`src/common/gsr_pkg.sv`:
```
// gsr_pkg: constants and types for the gauge status register bank
// assumes: one 50 MHz system clock, byte-wide register access port
package gsr_pkg;

  // register byte addresses
  localparam logic [7:0] ADDR_CTRL      = 8'h00;
  localparam logic [7:0] ADDR_MODE      = 8'h01;
  localparam logic [7:0] ADDR_RATE_LO   = 8'h02;
  localparam logic [7:0] ADDR_RATE_HI   = 8'h03;
  localparam logic [7:0] ADDR_RTTE_LO   = 8'h04;
  localparam logic [7:0] ADDR_RTTE_HI   = 8'h05;
  localparam logic [7:0] ADDR_TEMP_LO   = 8'h06;
  localparam logic [7:0] ADDR_TEMP_HI   = 8'h07;
  localparam logic [7:0] ADDR_VOLTAGE_PAIR_LO   = 8'h08;
  localparam logic [7:0] ADDR_VOLTAGE_PAIR_HI   = 8'h09;
  localparam logic [7:0] ADDR_FLAGS     = 8'h0A;
  localparam logic [7:0] ADDR_REL_CHG   = 8'h0B;
  localparam logic [7:0] ADDR_NOMCAP_LO = 8'h0C;
  localparam logic [7:0] ADDR_NOMCAP_HI = 8'h0D;

  // command key and mode bit positions
  localparam logic [7:0] CMD_KEY        = 8'hA9;
  localparam int         MODE_LOAD_BIT  = 5;
  localparam int         MODE_FULL_BIT  = 4;
  localparam int         MODE_PART_BIT  = 3;
  localparam int         MODE_PWRON_BIT = 2;
  localparam int         MODE_FRESET_BIT = 1;
  localparam int         MODE_SHIP_BIT  = 0;
  localparam logic [7:0] MODE_CMD_MASK  = 8'h3B;
  localparam logic [7:0] MODE_RESET     = 8'hC4;

  // reset values
  localparam logic [7:0]  CTRL_RESET    = 8'h00;
  localparam logic [15:0] RATE_RESET    = 16'h0000;
  localparam logic [15:0] NOMCAP_RESET  = 16'h0000;
  localparam logic [15:0] LEARNED_RESET = 16'h0000;
  localparam logic [7:0]  FLAGS_RESET   = 8'h10;

  // arithmetic constants
  localparam logic [15:0] VOLTAGE_PAIR_MAX_MV      = 16'd5000;
  localparam logic [5:0]  STALE_CYCLES     = 6'd32;
  localparam logic [2:0]  TAPER_SAMPLES    = 3'd4;
  localparam logic [15:0] TAPER_MIN_CUR    = 16'd8;
  localparam logic [15:0] MINUTES_PER_HOUR = 16'd60;
  localparam logic [15:0] PERCENT_FULL     = 16'd100;
  localparam int          PCT_SHIFT        = 4;

  // refresh period of temperature and voltage
  localparam int CLK_HZ          = 50_000_000;
  localparam int REFRESH_MS      = 2560;
  localparam int REFRESH_CYCLES  = REFRESH_MS * (CLK_HZ / 1000);

  // status byte, bit 7 first
  typedef struct packed {
    logic charging_state_flag;
    logic idle_sense_flag;
    logic taper_detect_flag;
    logic learn_stale_flag;
    logic offset_cal_busy_flag;
    logic learn_qualified_flag;
    logic first_empty_voltage_flag;
    logic final_empty_flag;
  } gsr_flags_t;

  // host register access request
  typedef struct packed {
    logic       wr;
    logic       rd;
    logic [7:0] addr;
    logic [7:0] wdata;
  } gsr_req_t;

  typedef enum logic {DIV_REL_CHARGE, DIV_RUNTIME} gsr_div_sel_t;

endpackage : gsr_pkg

```
`src/design/gsr_bank.sv`:
```
// gsr_bank: host visible register bank of a single cell capacity gauge
// assumes: byte register port from the serial front end, measurement engine inputs
//
// Overview of operation
// mode bits ranked load, full, partial, reset
// key 0xA9 runs top bit, then clears
// host writes mode first, then the key
// rate value feeds prediction path only; the load command also copies it to nominal capacity
// rate value always taken as discharge
// rate value seeds nominal capacity in manufacture
// runtime is 60 times predicted capacity per rate
// temperature pair read only, refreshed 2.56 s
// voltage pair read only, clamped 5000 mV
// stale flag cleared on learn, set on full reset
// stale flag set after 32 cycle increments
// idle flag follows sense threshold, reset clears
// calibration busy during offset measurement
// qualified flag set on requirements, cleared on reset, learn or disqualify
// first empty flag, learn on rising edge
// final empty flag at empty threshold
// relative charge is 100 times nominal per learned
// nominal counts up above empty, down discharging
// nominal cleared on reset only if corrupt
// host derives board offset from two measurements
// load copies rate, set full copies learned
// partial keeps capacities and stale, full clears nominal, learned takes design, stale set
// status byte layout, only stale after power-on
// taper needs four samples, current at least 8
// low byte at lower address, high next
`timescale 1ns/10ps
`default_nettype none
module gsr_bank #(
  parameter int REFRESH_CYCLES = gsr_pkg::REFRESH_CYCLES
) (
  // clock and reset
  input  wire logic              clk_sys_i,
  input  wire logic              reset_n_i,
  // host register port
  input  wire gsr_pkg::gsr_req_t req_i,
  output logic            [7:0]  rd_data_o,
  output logic                   rd_valid_o,
  // measurement engine
  input  wire logic       [15:0] die_temp_i,
  input  wire logic       [15:0] cell_voltage_pin_i,
  input  wire logic       [15:0] rate_predicted_capacity_i,
  input  wire logic       [15:0] average_current_i,
  input  wire logic              avg_update_i,
  input  wire logic              taper_cond_i,
  input  wire logic              charging_i,
  input  wire logic              below_dmf_i,
  input  wire logic              cal_active_i,
  input  wire logic              learn_ok_i,
  input  wire logic              learn_disq_i,
  input  wire logic              empty_reached_i,
  input  wire logic       [15:0] first_empty_mv_i,
  input  wire logic       [15:0] final_empty_mv_i,
  input  wire logic       [15:0] discharged_cap_i,
  input  wire logic       [15:0] design_cap_i,
  input  wire logic              charge_tick_i,
  input  wire logic              discharge_tick_i,
  input  wire logic              cycle_inc_i,
  // device resets
  input  wire logic              soft_reset_i,
  input  wire logic              ram_corrupt_i,
  // results to the rest of the gauge
  output logic            [15:0] host_rate_value_o,
  output logic            [15:0] nominal_capacity_o,
  output logic            [15:0] learned_full_capacity_o,
  output gsr_pkg::gsr_flags_t    flags_o,
  output logic                   partial_reset_o,
  output logic                   full_reset_o,
  output logic                   ship_request_o
);

  ////////////////////////////////////////////////////////////////////////////
  // declarations
  logic [7:0]          ctrl_reg;
  logic [7:0]          mode_reg;
  logic                cmd_go_reg;
  logic [15:0]         rate_reg;
  logic [15:0]         runtime_reg;
  logic [15:0]         temp_reg;
  logic [15:0]         voltage_pair_reg;
  logic [7:0]          rel_chg_reg;
  logic [15:0]         nomcap_reg;
  logic [15:0]         learned_reg;
  gsr_pkg::gsr_flags_t flags_reg;
  logic [5:0]          cyc_cnt_reg;
  logic [2:0]          taper_cnt_reg;
  logic [31:0]         tick_cnt_reg;
  logic                refresh_tick;
  logic                do_load;
  logic                do_full_cap;
  logic                do_partial;
  logic                do_freset;
  logic                do_ship;
  logic                any_reset;
  logic                wipe_ram;
  logic                first_empty_voltage_flag_cond;
  logic                learn_update;
  gsr_pkg::gsr_div_sel_t div_sel_reg;
  logic                div_start;
  logic                div_busy;
  logic                div_done;
  logic [15:0]         div_quot;
  logic [31:0]         div_num;
  logic [15:0]         div_den;

  ////////////////////////////////////////////////////////////////////////////
  // command decode
  always_comb begin
    do_load     = 1'b0;
    do_full_cap = 1'b0;
    do_partial  = 1'b0;
    do_freset   = 1'b0;
    do_ship     = 1'b0;
    if (cmd_go_reg) begin
      if (mode_reg[gsr_pkg::MODE_LOAD_BIT]) begin
        do_load = 1'b1;
      end else if (mode_reg[gsr_pkg::MODE_FULL_BIT]) begin
        do_full_cap = 1'b1;
      end else if (mode_reg[gsr_pkg::MODE_PART_BIT]) begin
        do_partial = 1'b1;
      end else if (mode_reg[gsr_pkg::MODE_FRESET_BIT]) begin
        do_freset = 1'b1;
      end else begin
        do_ship = mode_reg[gsr_pkg::MODE_SHIP_BIT];
      end
    end
  end

  assign any_reset       = do_partial | do_freset | soft_reset_i;
  assign wipe_ram        = do_freset | (soft_reset_i & ram_corrupt_i);
  assign partial_reset_o = do_partial;
  assign full_reset_o    = do_freset;
  assign ship_request_o  = do_ship;

  // key write arms one execution; key and mode command bits cleared afterwards
  always_ff @(posedge clk_sys_i or negedge reset_n_i) begin
    if (!reset_n_i) begin
      ctrl_reg   <= gsr_pkg::CTRL_RESET;
      mode_reg   <= gsr_pkg::MODE_RESET;
      cmd_go_reg <= 1'b0;
    end else if (cmd_go_reg) begin
      ctrl_reg   <= gsr_pkg::CTRL_RESET;
      mode_reg   <= mode_reg & ~gsr_pkg::MODE_CMD_MASK;
      cmd_go_reg <= 1'b0;
    end else if (req_i.wr && req_i.addr == gsr_pkg::ADDR_CTRL) begin
      ctrl_reg   <= req_i.wdata;
      cmd_go_reg <= (req_i.wdata == gsr_pkg::CMD_KEY);
    end else if (req_i.wr && req_i.addr == gsr_pkg::ADDR_MODE) begin
      mode_reg   <= req_i.wdata;
    end
  end

  ////////////////////////////////////////////////////////////////////////////
  // rate register, host writable, low byte at the lower address
  always_ff @(posedge clk_sys_i or negedge reset_n_i) begin
    if (!reset_n_i) begin
      rate_reg <= gsr_pkg::RATE_RESET;
    end else if (any_reset) begin
      rate_reg <= gsr_pkg::RATE_RESET;
    end else if (req_i.wr && req_i.addr == gsr_pkg::ADDR_RATE_LO) begin
      rate_reg[7:0] <= req_i.wdata;
    end else if (req_i.wr && req_i.addr == gsr_pkg::ADDR_RATE_HI) begin
      rate_reg[15:8] <= req_i.wdata;
    end
  end

  // unsigned magnitude to the prediction path; load also copies rate_reg to nominal capacity
  assign host_rate_value_o = rate_reg;

  ////////////////////////////////////////////////////////////////////////////
  // 2.56 s refresh of temperature and voltage
  assign refresh_tick = (tick_cnt_reg == 32'(REFRESH_CYCLES - 1));

  always_ff @(posedge clk_sys_i or negedge reset_n_i) begin
    if (!reset_n_i) begin
      tick_cnt_reg <= 32'h00000000;
    end else if (refresh_tick) begin
      tick_cnt_reg <= 32'h00000000;
    end else begin
      tick_cnt_reg <= tick_cnt_reg + 32'h00000001;
    end
  end

  always_ff @(posedge clk_sys_i or negedge reset_n_i) begin
    if (!reset_n_i) begin
      temp_reg <= 16'h0000;
      voltage_pair_reg <= 16'h0000;
    end else if (refresh_tick) begin
      temp_reg <= die_temp_i;
      if (cell_voltage_pin_i > gsr_pkg::VOLTAGE_PAIR_MAX_MV) begin
        voltage_pair_reg <= gsr_pkg::VOLTAGE_PAIR_MAX_MV;
      end else begin
        voltage_pair_reg <= cell_voltage_pin_i;
      end
    end
  end

  ////////////////////////////////////////////////////////////////////////////
  // nominal and learned capacity
  assign first_empty_voltage_flag_cond = (voltage_pair_reg <= first_empty_mv_i) &&
                     (nomcap_reg <= (learned_reg >> gsr_pkg::PCT_SHIFT));
  assign learn_update = first_empty_voltage_flag_cond && !flags_reg.first_empty_voltage_flag &&
                        flags_reg.learn_qualified_flag;

  always_ff @(posedge clk_sys_i or negedge reset_n_i) begin
    if (!reset_n_i) begin
      nomcap_reg <= gsr_pkg::NOMCAP_RESET;
    end else if (wipe_ram) begin
      nomcap_reg <= gsr_pkg::NOMCAP_RESET;
    end else if (do_load) begin
      nomcap_reg <= rate_reg;
    end else if (do_full_cap) begin
      nomcap_reg <= learned_reg;
    end else if (charge_tick_i && !discharge_tick_i) begin
      if (voltage_pair_reg > final_empty_mv_i && nomcap_reg != 16'hFFFF) begin
        nomcap_reg <= nomcap_reg + 16'h0001;
      end
    end else if (discharge_tick_i && !charge_tick_i && nomcap_reg != 16'h0000) begin
      nomcap_reg <= nomcap_reg - 16'h0001;
    end
  end

  always_ff @(posedge clk_sys_i or negedge reset_n_i) begin
    if (!reset_n_i) begin
      learned_reg <= gsr_pkg::LEARNED_RESET;
    end else if (wipe_ram) begin
      learned_reg <= design_cap_i;
    end else if (learn_update) begin
      learned_reg <= discharged_cap_i;
    end
  end

  assign nominal_capacity_o      = nomcap_reg;
  assign learned_full_capacity_o = learned_reg;

  ////////////////////////////////////////////////////////////////////////////
  // status flags
  always_ff @(posedge clk_sys_i or negedge reset_n_i) begin
    if (!reset_n_i) begin
      cyc_cnt_reg <= 6'h00;
    end else if (wipe_ram || learn_update) begin
      cyc_cnt_reg <= 6'h00;
    end else if (cycle_inc_i && cyc_cnt_reg != gsr_pkg::STALE_CYCLES) begin
      cyc_cnt_reg <= cyc_cnt_reg + 6'h01;
    end
  end

  always_ff @(posedge clk_sys_i or negedge reset_n_i) begin
    if (!reset_n_i) begin
      flags_reg.learn_stale_flag <= gsr_pkg::FLAGS_RESET[4];
    end else if (wipe_ram || cyc_cnt_reg == gsr_pkg::STALE_CYCLES) begin
      flags_reg.learn_stale_flag <= 1'b1;
    end else if (learn_update) begin
      flags_reg.learn_stale_flag <= 1'b0;
    end
  end

  always_ff @(posedge clk_sys_i or negedge reset_n_i) begin
    if (!reset_n_i) begin
      taper_cnt_reg <= 3'h0;
    end else if (any_reset) begin
      taper_cnt_reg <= 3'h0;
    end else if (avg_update_i) begin
      if (average_current_i < gsr_pkg::TAPER_MIN_CUR || !taper_cond_i) begin
        taper_cnt_reg <= 3'h0;
      end else if (taper_cnt_reg != gsr_pkg::TAPER_SAMPLES) begin
        taper_cnt_reg <= taper_cnt_reg + 3'h1;
      end
    end
  end

  always_ff @(posedge clk_sys_i or negedge reset_n_i) begin
    if (!reset_n_i) begin
      flags_reg.learn_qualified_flag <= 1'b0;
    end else if (learn_ok_i && !any_reset && !learn_update && !learn_disq_i) begin
      flags_reg.learn_qualified_flag <= 1'b1;
    end else if (any_reset || learn_update || learn_disq_i) begin
      flags_reg.learn_qualified_flag <= 1'b0;
    end
  end

  always_ff @(posedge clk_sys_i or negedge reset_n_i) begin
    if (!reset_n_i) begin
      flags_reg.charging_state_flag      <= 1'b0;
      flags_reg.idle_sense_flag          <= 1'b0;
      flags_reg.taper_detect_flag        <= 1'b0;
      flags_reg.offset_cal_busy_flag     <= 1'b0;
      flags_reg.first_empty_voltage_flag <= 1'b0;
      flags_reg.final_empty_flag         <= 1'b0;
    end else if (any_reset) begin
      flags_reg.charging_state_flag      <= 1'b0;
      flags_reg.idle_sense_flag          <= 1'b0;
      flags_reg.taper_detect_flag        <= 1'b0;
      flags_reg.offset_cal_busy_flag     <= 1'b0;
      flags_reg.first_empty_voltage_flag <= 1'b0;
      flags_reg.final_empty_flag         <= 1'b0;
    end else begin
      flags_reg.charging_state_flag      <= charging_i;
      flags_reg.idle_sense_flag          <= below_dmf_i;
      flags_reg.taper_detect_flag        <= (taper_cnt_reg == gsr_pkg::TAPER_SAMPLES);
      flags_reg.offset_cal_busy_flag     <= cal_active_i;
      flags_reg.first_empty_voltage_flag <= first_empty_voltage_flag_cond;
      flags_reg.final_empty_flag         <= empty_reached_i;
    end
  end

  assign flags_o = flags_reg;

  ////////////////////////////////////////////////////////////////////////////
  // shared divider for relative charge and predicted runtime
  assign div_start = !div_busy && !div_done;
  assign div_num   = (div_sel_reg == gsr_pkg::DIV_REL_CHARGE) ?
                     (nomcap_reg * gsr_pkg::PERCENT_FULL) :
                     (rate_predicted_capacity_i * gsr_pkg::MINUTES_PER_HOUR);
  assign div_den   = (div_sel_reg == gsr_pkg::DIV_REL_CHARGE) ? learned_reg : rate_reg;

  gsr_divider u_div (
    .clk_sys_i  (clk_sys_i),
    .reset_n_i  (reset_n_i),
    .start_i    (div_start),
    .dividend_i (div_num),
    .divisor_i  (div_den),
    .busy_o     (div_busy),
    .done_o     (div_done),
    .quot_o     (div_quot)
  );

  always_ff @(posedge clk_sys_i or negedge reset_n_i) begin
    if (!reset_n_i) begin
      div_sel_reg <= gsr_pkg::DIV_REL_CHARGE;
      rel_chg_reg <= 8'h00;
      runtime_reg <= 16'h0000;
    end else if (div_done) begin
      if (div_sel_reg == gsr_pkg::DIV_REL_CHARGE) begin
        rel_chg_reg <= (div_quot > gsr_pkg::PERCENT_FULL) ? 8'h64 : div_quot[7:0];
        div_sel_reg <= gsr_pkg::DIV_RUNTIME;
      end else begin
        runtime_reg <= div_quot;
        div_sel_reg <= gsr_pkg::DIV_REL_CHARGE;
      end
    end
  end

  ////////////////////////////////////////////////////////////////////////////
  // read port, one cycle latency, unmapped reads zero
  always_ff @(posedge clk_sys_i or negedge reset_n_i) begin
    if (!reset_n_i) begin
      rd_data_o  <= 8'h00;
      rd_valid_o <= 1'b0;
    end else begin
      rd_valid_o <= req_i.rd;
      if (req_i.rd) begin
        unique case (req_i.addr)
          gsr_pkg::ADDR_CTRL:      rd_data_o <= ctrl_reg;
          gsr_pkg::ADDR_MODE:      rd_data_o <= mode_reg;
          gsr_pkg::ADDR_RATE_LO:   rd_data_o <= rate_reg[7:0];
          gsr_pkg::ADDR_RATE_HI:   rd_data_o <= rate_reg[15:8];
          gsr_pkg::ADDR_RTTE_LO:   rd_data_o <= runtime_reg[7:0];
          gsr_pkg::ADDR_RTTE_HI:   rd_data_o <= runtime_reg[15:8];
          gsr_pkg::ADDR_TEMP_LO:   rd_data_o <= temp_reg[7:0];
          gsr_pkg::ADDR_TEMP_HI:   rd_data_o <= temp_reg[15:8];
          gsr_pkg::ADDR_VOLTAGE_PAIR_LO:   rd_data_o <= voltage_pair_reg[7:0];
          gsr_pkg::ADDR_VOLTAGE_PAIR_HI:   rd_data_o <= voltage_pair_reg[15:8];
          gsr_pkg::ADDR_FLAGS:     rd_data_o <= flags_reg;
          gsr_pkg::ADDR_REL_CHG:   rd_data_o <= rel_chg_reg;
          gsr_pkg::ADDR_NOMCAP_LO: rd_data_o <= nomcap_reg[7:0];
          gsr_pkg::ADDR_NOMCAP_HI: rd_data_o <= nomcap_reg[15:8];
          default:                 rd_data_o <= 8'h00;
        endcase
      end
    end
  end
endmodule : gsr_bank
`default_nettype wire

```
`src/design/gsr_divider.sv`:
```
// gsr_divider: iterative unsigned divider, 32 by 16 bits, one bit per cycle
// assumes: start only while idle; quotient saturates to 16 bits
`timescale 1ns/10ps
`default_nettype none
module gsr_divider (
  // clock and reset
  input  wire logic        clk_sys_i,
  input  wire logic        reset_n_i,
  // request
  input  wire logic        start_i,
  input  wire logic [31:0] dividend_i,
  input  wire logic [15:0] divisor_i,
  // answer
  output logic             busy_o,
  output logic             done_o,
  output logic      [15:0] quot_o
);

  logic [31:0] quot_reg;
  logic [32:0] rem_reg;
  logic [15:0] div_reg;
  logic [5:0]  count_reg;
  logic [32:0] trial;

  assign trial  = {rem_reg[31:0], quot_reg[31]} - {17'h00000, div_reg};
  assign busy_o = (count_reg != 6'h00);

  always_ff @(posedge clk_sys_i or negedge reset_n_i) begin
    if (!reset_n_i) begin
      quot_reg  <= 32'h00000000;
      rem_reg   <= 33'h000000000;
      div_reg   <= 16'h0000;
      count_reg <= 6'h00;
    end else if (start_i && !busy_o) begin
      quot_reg  <= dividend_i;
      rem_reg   <= 33'h000000000;
      div_reg   <= divisor_i;
      count_reg <= 6'h20;
    end else if (busy_o) begin
      count_reg <= count_reg - 6'h01;
      if (!trial[32]) begin
        rem_reg  <= trial;
        quot_reg <= {quot_reg[30:0], 1'b1};
      end else begin
        rem_reg  <= {rem_reg[31:0], quot_reg[31]};
        quot_reg <= {quot_reg[30:0], 1'b0};
      end
    end
  end

  // result register; zero divisor or overflow saturates
  always_ff @(posedge clk_sys_i or negedge reset_n_i) begin
    if (!reset_n_i) begin
      done_o <= 1'b0;
      quot_o <= 16'h0000;
    end else begin
      done_o <= (count_reg == 6'h01);
      if (count_reg == 6'h01) begin
        if (div_reg == 16'h0000 || quot_reg[30:15] != 16'h0000) begin
          quot_o <= 16'hFFFF;
        end else begin
          quot_o <= {quot_reg[14:0], ~trial[32]};
        end
      end
    end
  end

endmodule : gsr_divider
`default_nettype wire
```
`config.mk`:
```
export PLATFORM = sky130hd
export DESIGN_NAME = gsr_bank
export DESIGN_NICKNAME = d
export VERILOG_FILES = /design/src/common/gsr_pkg.sv /design/src/design/gsr_bank.sv /design/src/design/gsr_divider.sv
export SDC_FILE = /design/constraint.sdc
export NUM_CORES = 1
export LEC_CHECK = 0
export CAP_MARGIN = 10
export CORE_MARGIN = 2
export CORE_UTILIZATION = 60
export DETAILED_ROUTE_END_ITERATION = 10
export DONT_BUFFER_PORTS = 1
export PLACE_DENSITY_LB_ADDON = 0.12
export SYNTH_ARGS = -nofsm -noshare
export SYNTH_HDL_FRONTEND = slang
export SYNTH_SLANG_ARGS = --single-unit
```
`constraint.sdc`:
```
create_clock -name clk_sys_i -period 7.5 [get_ports clk_sys_i]
set_clock_uncertainty 0.2 [all_clocks]
set_input_delay 0.75 -clock clk_sys_i [delete_from_list [all_inputs] [get_ports clk_sys_i]]
set_output_delay 0.75 -clock clk_sys_i [all_outputs]
set_load 0.005 [all_outputs]
```
==> results.py <==
metrics = {
    "timing": {
        "min_period_ps": 4850,
        "worst_slew_pin_slew_ps": 1510,
        "slew_headroom": -0.00493,
        "setup_viol": 0,
        "fin_setup_tns_ps": 0,
        "hold_viol": 0,
        "rsz0062_at_grt": "false",
        "maxSlewViolCount": 25,
        "fmax_mhz": 206,
        "fin_crit_sh": 0.647,
    },
    "worst_hold_path": {
        "hold_class": "input port to flip-flop",
    },
    "placed_design": {
        "globalplace.congestion": 0.962,
        "io_buffers": 0,
        "place.detailed.hpwl_um": 38900,
    },
    "global_routing": {
        "grt_usage": 0.318,
        "grt_pass1_vias": 15800,
        "grt_pass1_wl_um": 84300,
        "grt_start_max_net_pins": 284,
        "antenna_found_initial": 2,
        "grt-ovfl-total": 0,
    },
    "yosys": {
        "synth.distinct_cells": 71,
        "synthTopCellsByArea": "dfrtp_1, ha_1, nand2_1, a21oi_1, fa_1",
        "ys_seq_area_frac": 0.368,
        "synthArstFlopShare": 1.00,
        "syn_nets": 2526,
        "syn_area_sq_mm": 0.0193,
        "synth_top_cell_by_area": "dfrtp_1",
        "synth_edf_count": 0,
        "synth_top_flop_cell": "dfrtp_1",
        "synth.top_cell.area_share": 0.363,
        "synth_area_per_cell_sq_um": 8.92,
        "ys_ff_latch": 283,
        "yosys_warnings": 0,
        "synth_cells": 2158,
    },
    "final_layout": {
        "syn_to_final_growth_pct": 7.02,
        "nFillCells": 2613,
        "nNetsFinal": 2488,
        "drive_gt1_frac": 0.0537,
        "fin_util": 0.653,
    },
    "detailed_routing": {
        "dr.first_iter.drc_count": 1460,
        "ant_nets": 0,
        "drt_first_pass_iters": 7,
        "routed_wl_um": 53500,
        "via_per_inst": 6.26,
        "drc": 0,
        "wl_per_cell_um": 21.0,
        "num_vias": 15900,
    },
    "clock_network": {
        "cts_hold_buf": 1,
        "clk_latency_ps": 570,
        "cts_root_buffer": "clkbuf_16",
        "htreeDepth": 1,
        "cts_buffers": 29,
        "cts.clk_slew.worst_paths_ps": 60,
        "cts_sinks": 283,
        "cts.repair.resized": 0,
        "cts_buffer_depth": 3,
        "cts_tree": "yes",
        "cts_setup_buffers": 0,
    },
    "floorplan": {
        "die_y_um": 183,
        "io_pins": 229,
        "dieArea_sq_mm": 0.0335,
        "dieWidth_um": 183,
        "core_area_sq_mm": 0.0316,
        "rows": 65,
        "start_util": 0.610,
    },
    "power": {
        "leakage_nw": 9.68,
        "cellPowerDensity_mw_per_mm2": 335,
        "peakVddDrop_mv": 0.199,
    },
    "job": {
        "drv_cap": 0,
    },
    "worst_setup_path": {
        "crit_required_ps": 7740,
        "critPathMaxFanout": 9,
        "end_kind": "flip-flop",
        "worst_path_max_delay_cell": "dfrtp_1",
        "crit_arrival_ps": 5090,
        "reg2reg_slack_ps": 2650,
        "crit_type": "flip-flop to flip-flop",
        "crit_path_frequent_cell": "ha_1",
        "slowest_delay_ps": 690,
        "crit_chain": "inv_1 -> ha_1 -> ha_1 -> fa_1 -> ha_1 -> a211oi_1 -> o21bai_1 -> a2111oi_0 -> o31ai_1 -> a31oi_1 -> o2111ai_1 -> a21oi_1 -> xor2_1 -> o21ai_0",
        "worst_setup_path_start_kind": "flip-flop",
    },
    "status": {
        "failed_checks": "max-slew violations",
        "status": "finished with violations",
    },
}
-- critical path, delay by kind of cell (launching register included) --
family                   cells  cell delay, ps
AO/OA/AOI/OAI                8            2030
flip-flops                   1             690
buffers and inverters        1             110
adder cells (fa/ha/maj)      4            1490
XOR/XNOR                     1             190
-- report_power, final --
part	internal, mW	switching (mW)
Combinational	1.41	1.78
Clock	0.898	0.632
Sequential	1.76	0.422
Total	4.07	2.84
-- layout by cell type, fill, tap and decap left out, drive strengths merged, types with 17 or more instances in the layout --
master,n
clkbuf,38
mux2i,49
nor2,147
a21o,32
nor4,28
dfrtp,279
fa,42
a31oi,24
xor2,32
nor2b,17
nand2,256
o21ai,117
nand3,81
mux2,24
nand4,28
o22a,18
and2,18
a211oi,23
o211ai,18
inv,209
a21oi,168
a22o,17
xnor2,69
nor3,28
ha,165
-- per-stage QoR --
stage,hold WS (ps),setup WS [ps],power (mW),std cells,cell area (sq um)
after floorplan,233,3460,4.54,2158,19300
after global placement,247,2810,5.22,2488,19500
after detailed placement,252,2780,5.29,2488,19500
after CTS,-304,2740,6.85,2543,20600
after global routing,30.0,2480,7.43,2545,20600
final,43.7,2650,6.91,2547,20600
-- kinds of logic (layout without fill, tap and decap cells) --
kind of cell | Yosys count | count (layout) | share of synthesized area
AOI/OAI and AO/OA | 533 | 533 | 0.175
xor gates and xnor gates | 101 | 101 | 0.0463
adders and majority gates | 207 | 207 | 0.151
buffers and inverters | 290 | 275 | 0.0576
DFF | 283 | 283 | 0.368
muxes | 73 | 73 | 0.0395
other | 0 | 2 | 0
and+or+nand+nor | 671 | 671 | 0.163
-- routing by layer --
layer  vias up  part of all wire  track usage
li1       7516                 -            -
met1      7628              0.41        0.408
met2       642              0.45        0.517
met3       148             0.080       0.0677
met4         0             0.058        0.148
met5         -                 0            0
-- final cells by class --
class                           instances  area (sq um)  area share
Antenna cell                            2          5.00    0.000243
Clock buffer                           38           840      0.0407
Clock inverter                         16           188     0.00911
Inverter                              206           773      0.0375
Multi-Input combinational cell       1585         11100       0.537
Sequential cell                       283          7090       0.344
Tap cell                              402           503      0.0244
Timing Repair Buffer                   15           138     0.00668
-- cells in the mapped netlist (all sizes together) (42+ instances only) --
library cell  instances
dfrtp               279
nand2               256
inv                 206
a21oi               168
ha                  165
nor2                147
o21ai               117
nand3                81
clkbuf               73
xnor2                69
mux2i                49
fa                   42
-- worst paths after layout --
check | endpoint | start | depth (start not counted)
worst min-delay path | flags_o[2] | learn_disq_i | 1
min in group asynchronous | u_div.quot_reg[9] | reset_n_i | 1
worst min register to register | temp_reg[0] | temp_reg[0] | 2
worst max-delay path | u_div.quot_reg[22] | nominal_capacity_o[3] | 14
max in group asynchronous | div_sel_reg | reset_n_i | 1
worst max register to register | u_div.quot_reg[22] | nominal_capacity_o[3] | 14
Note: power is estimated with default switching activity, not from simulation.
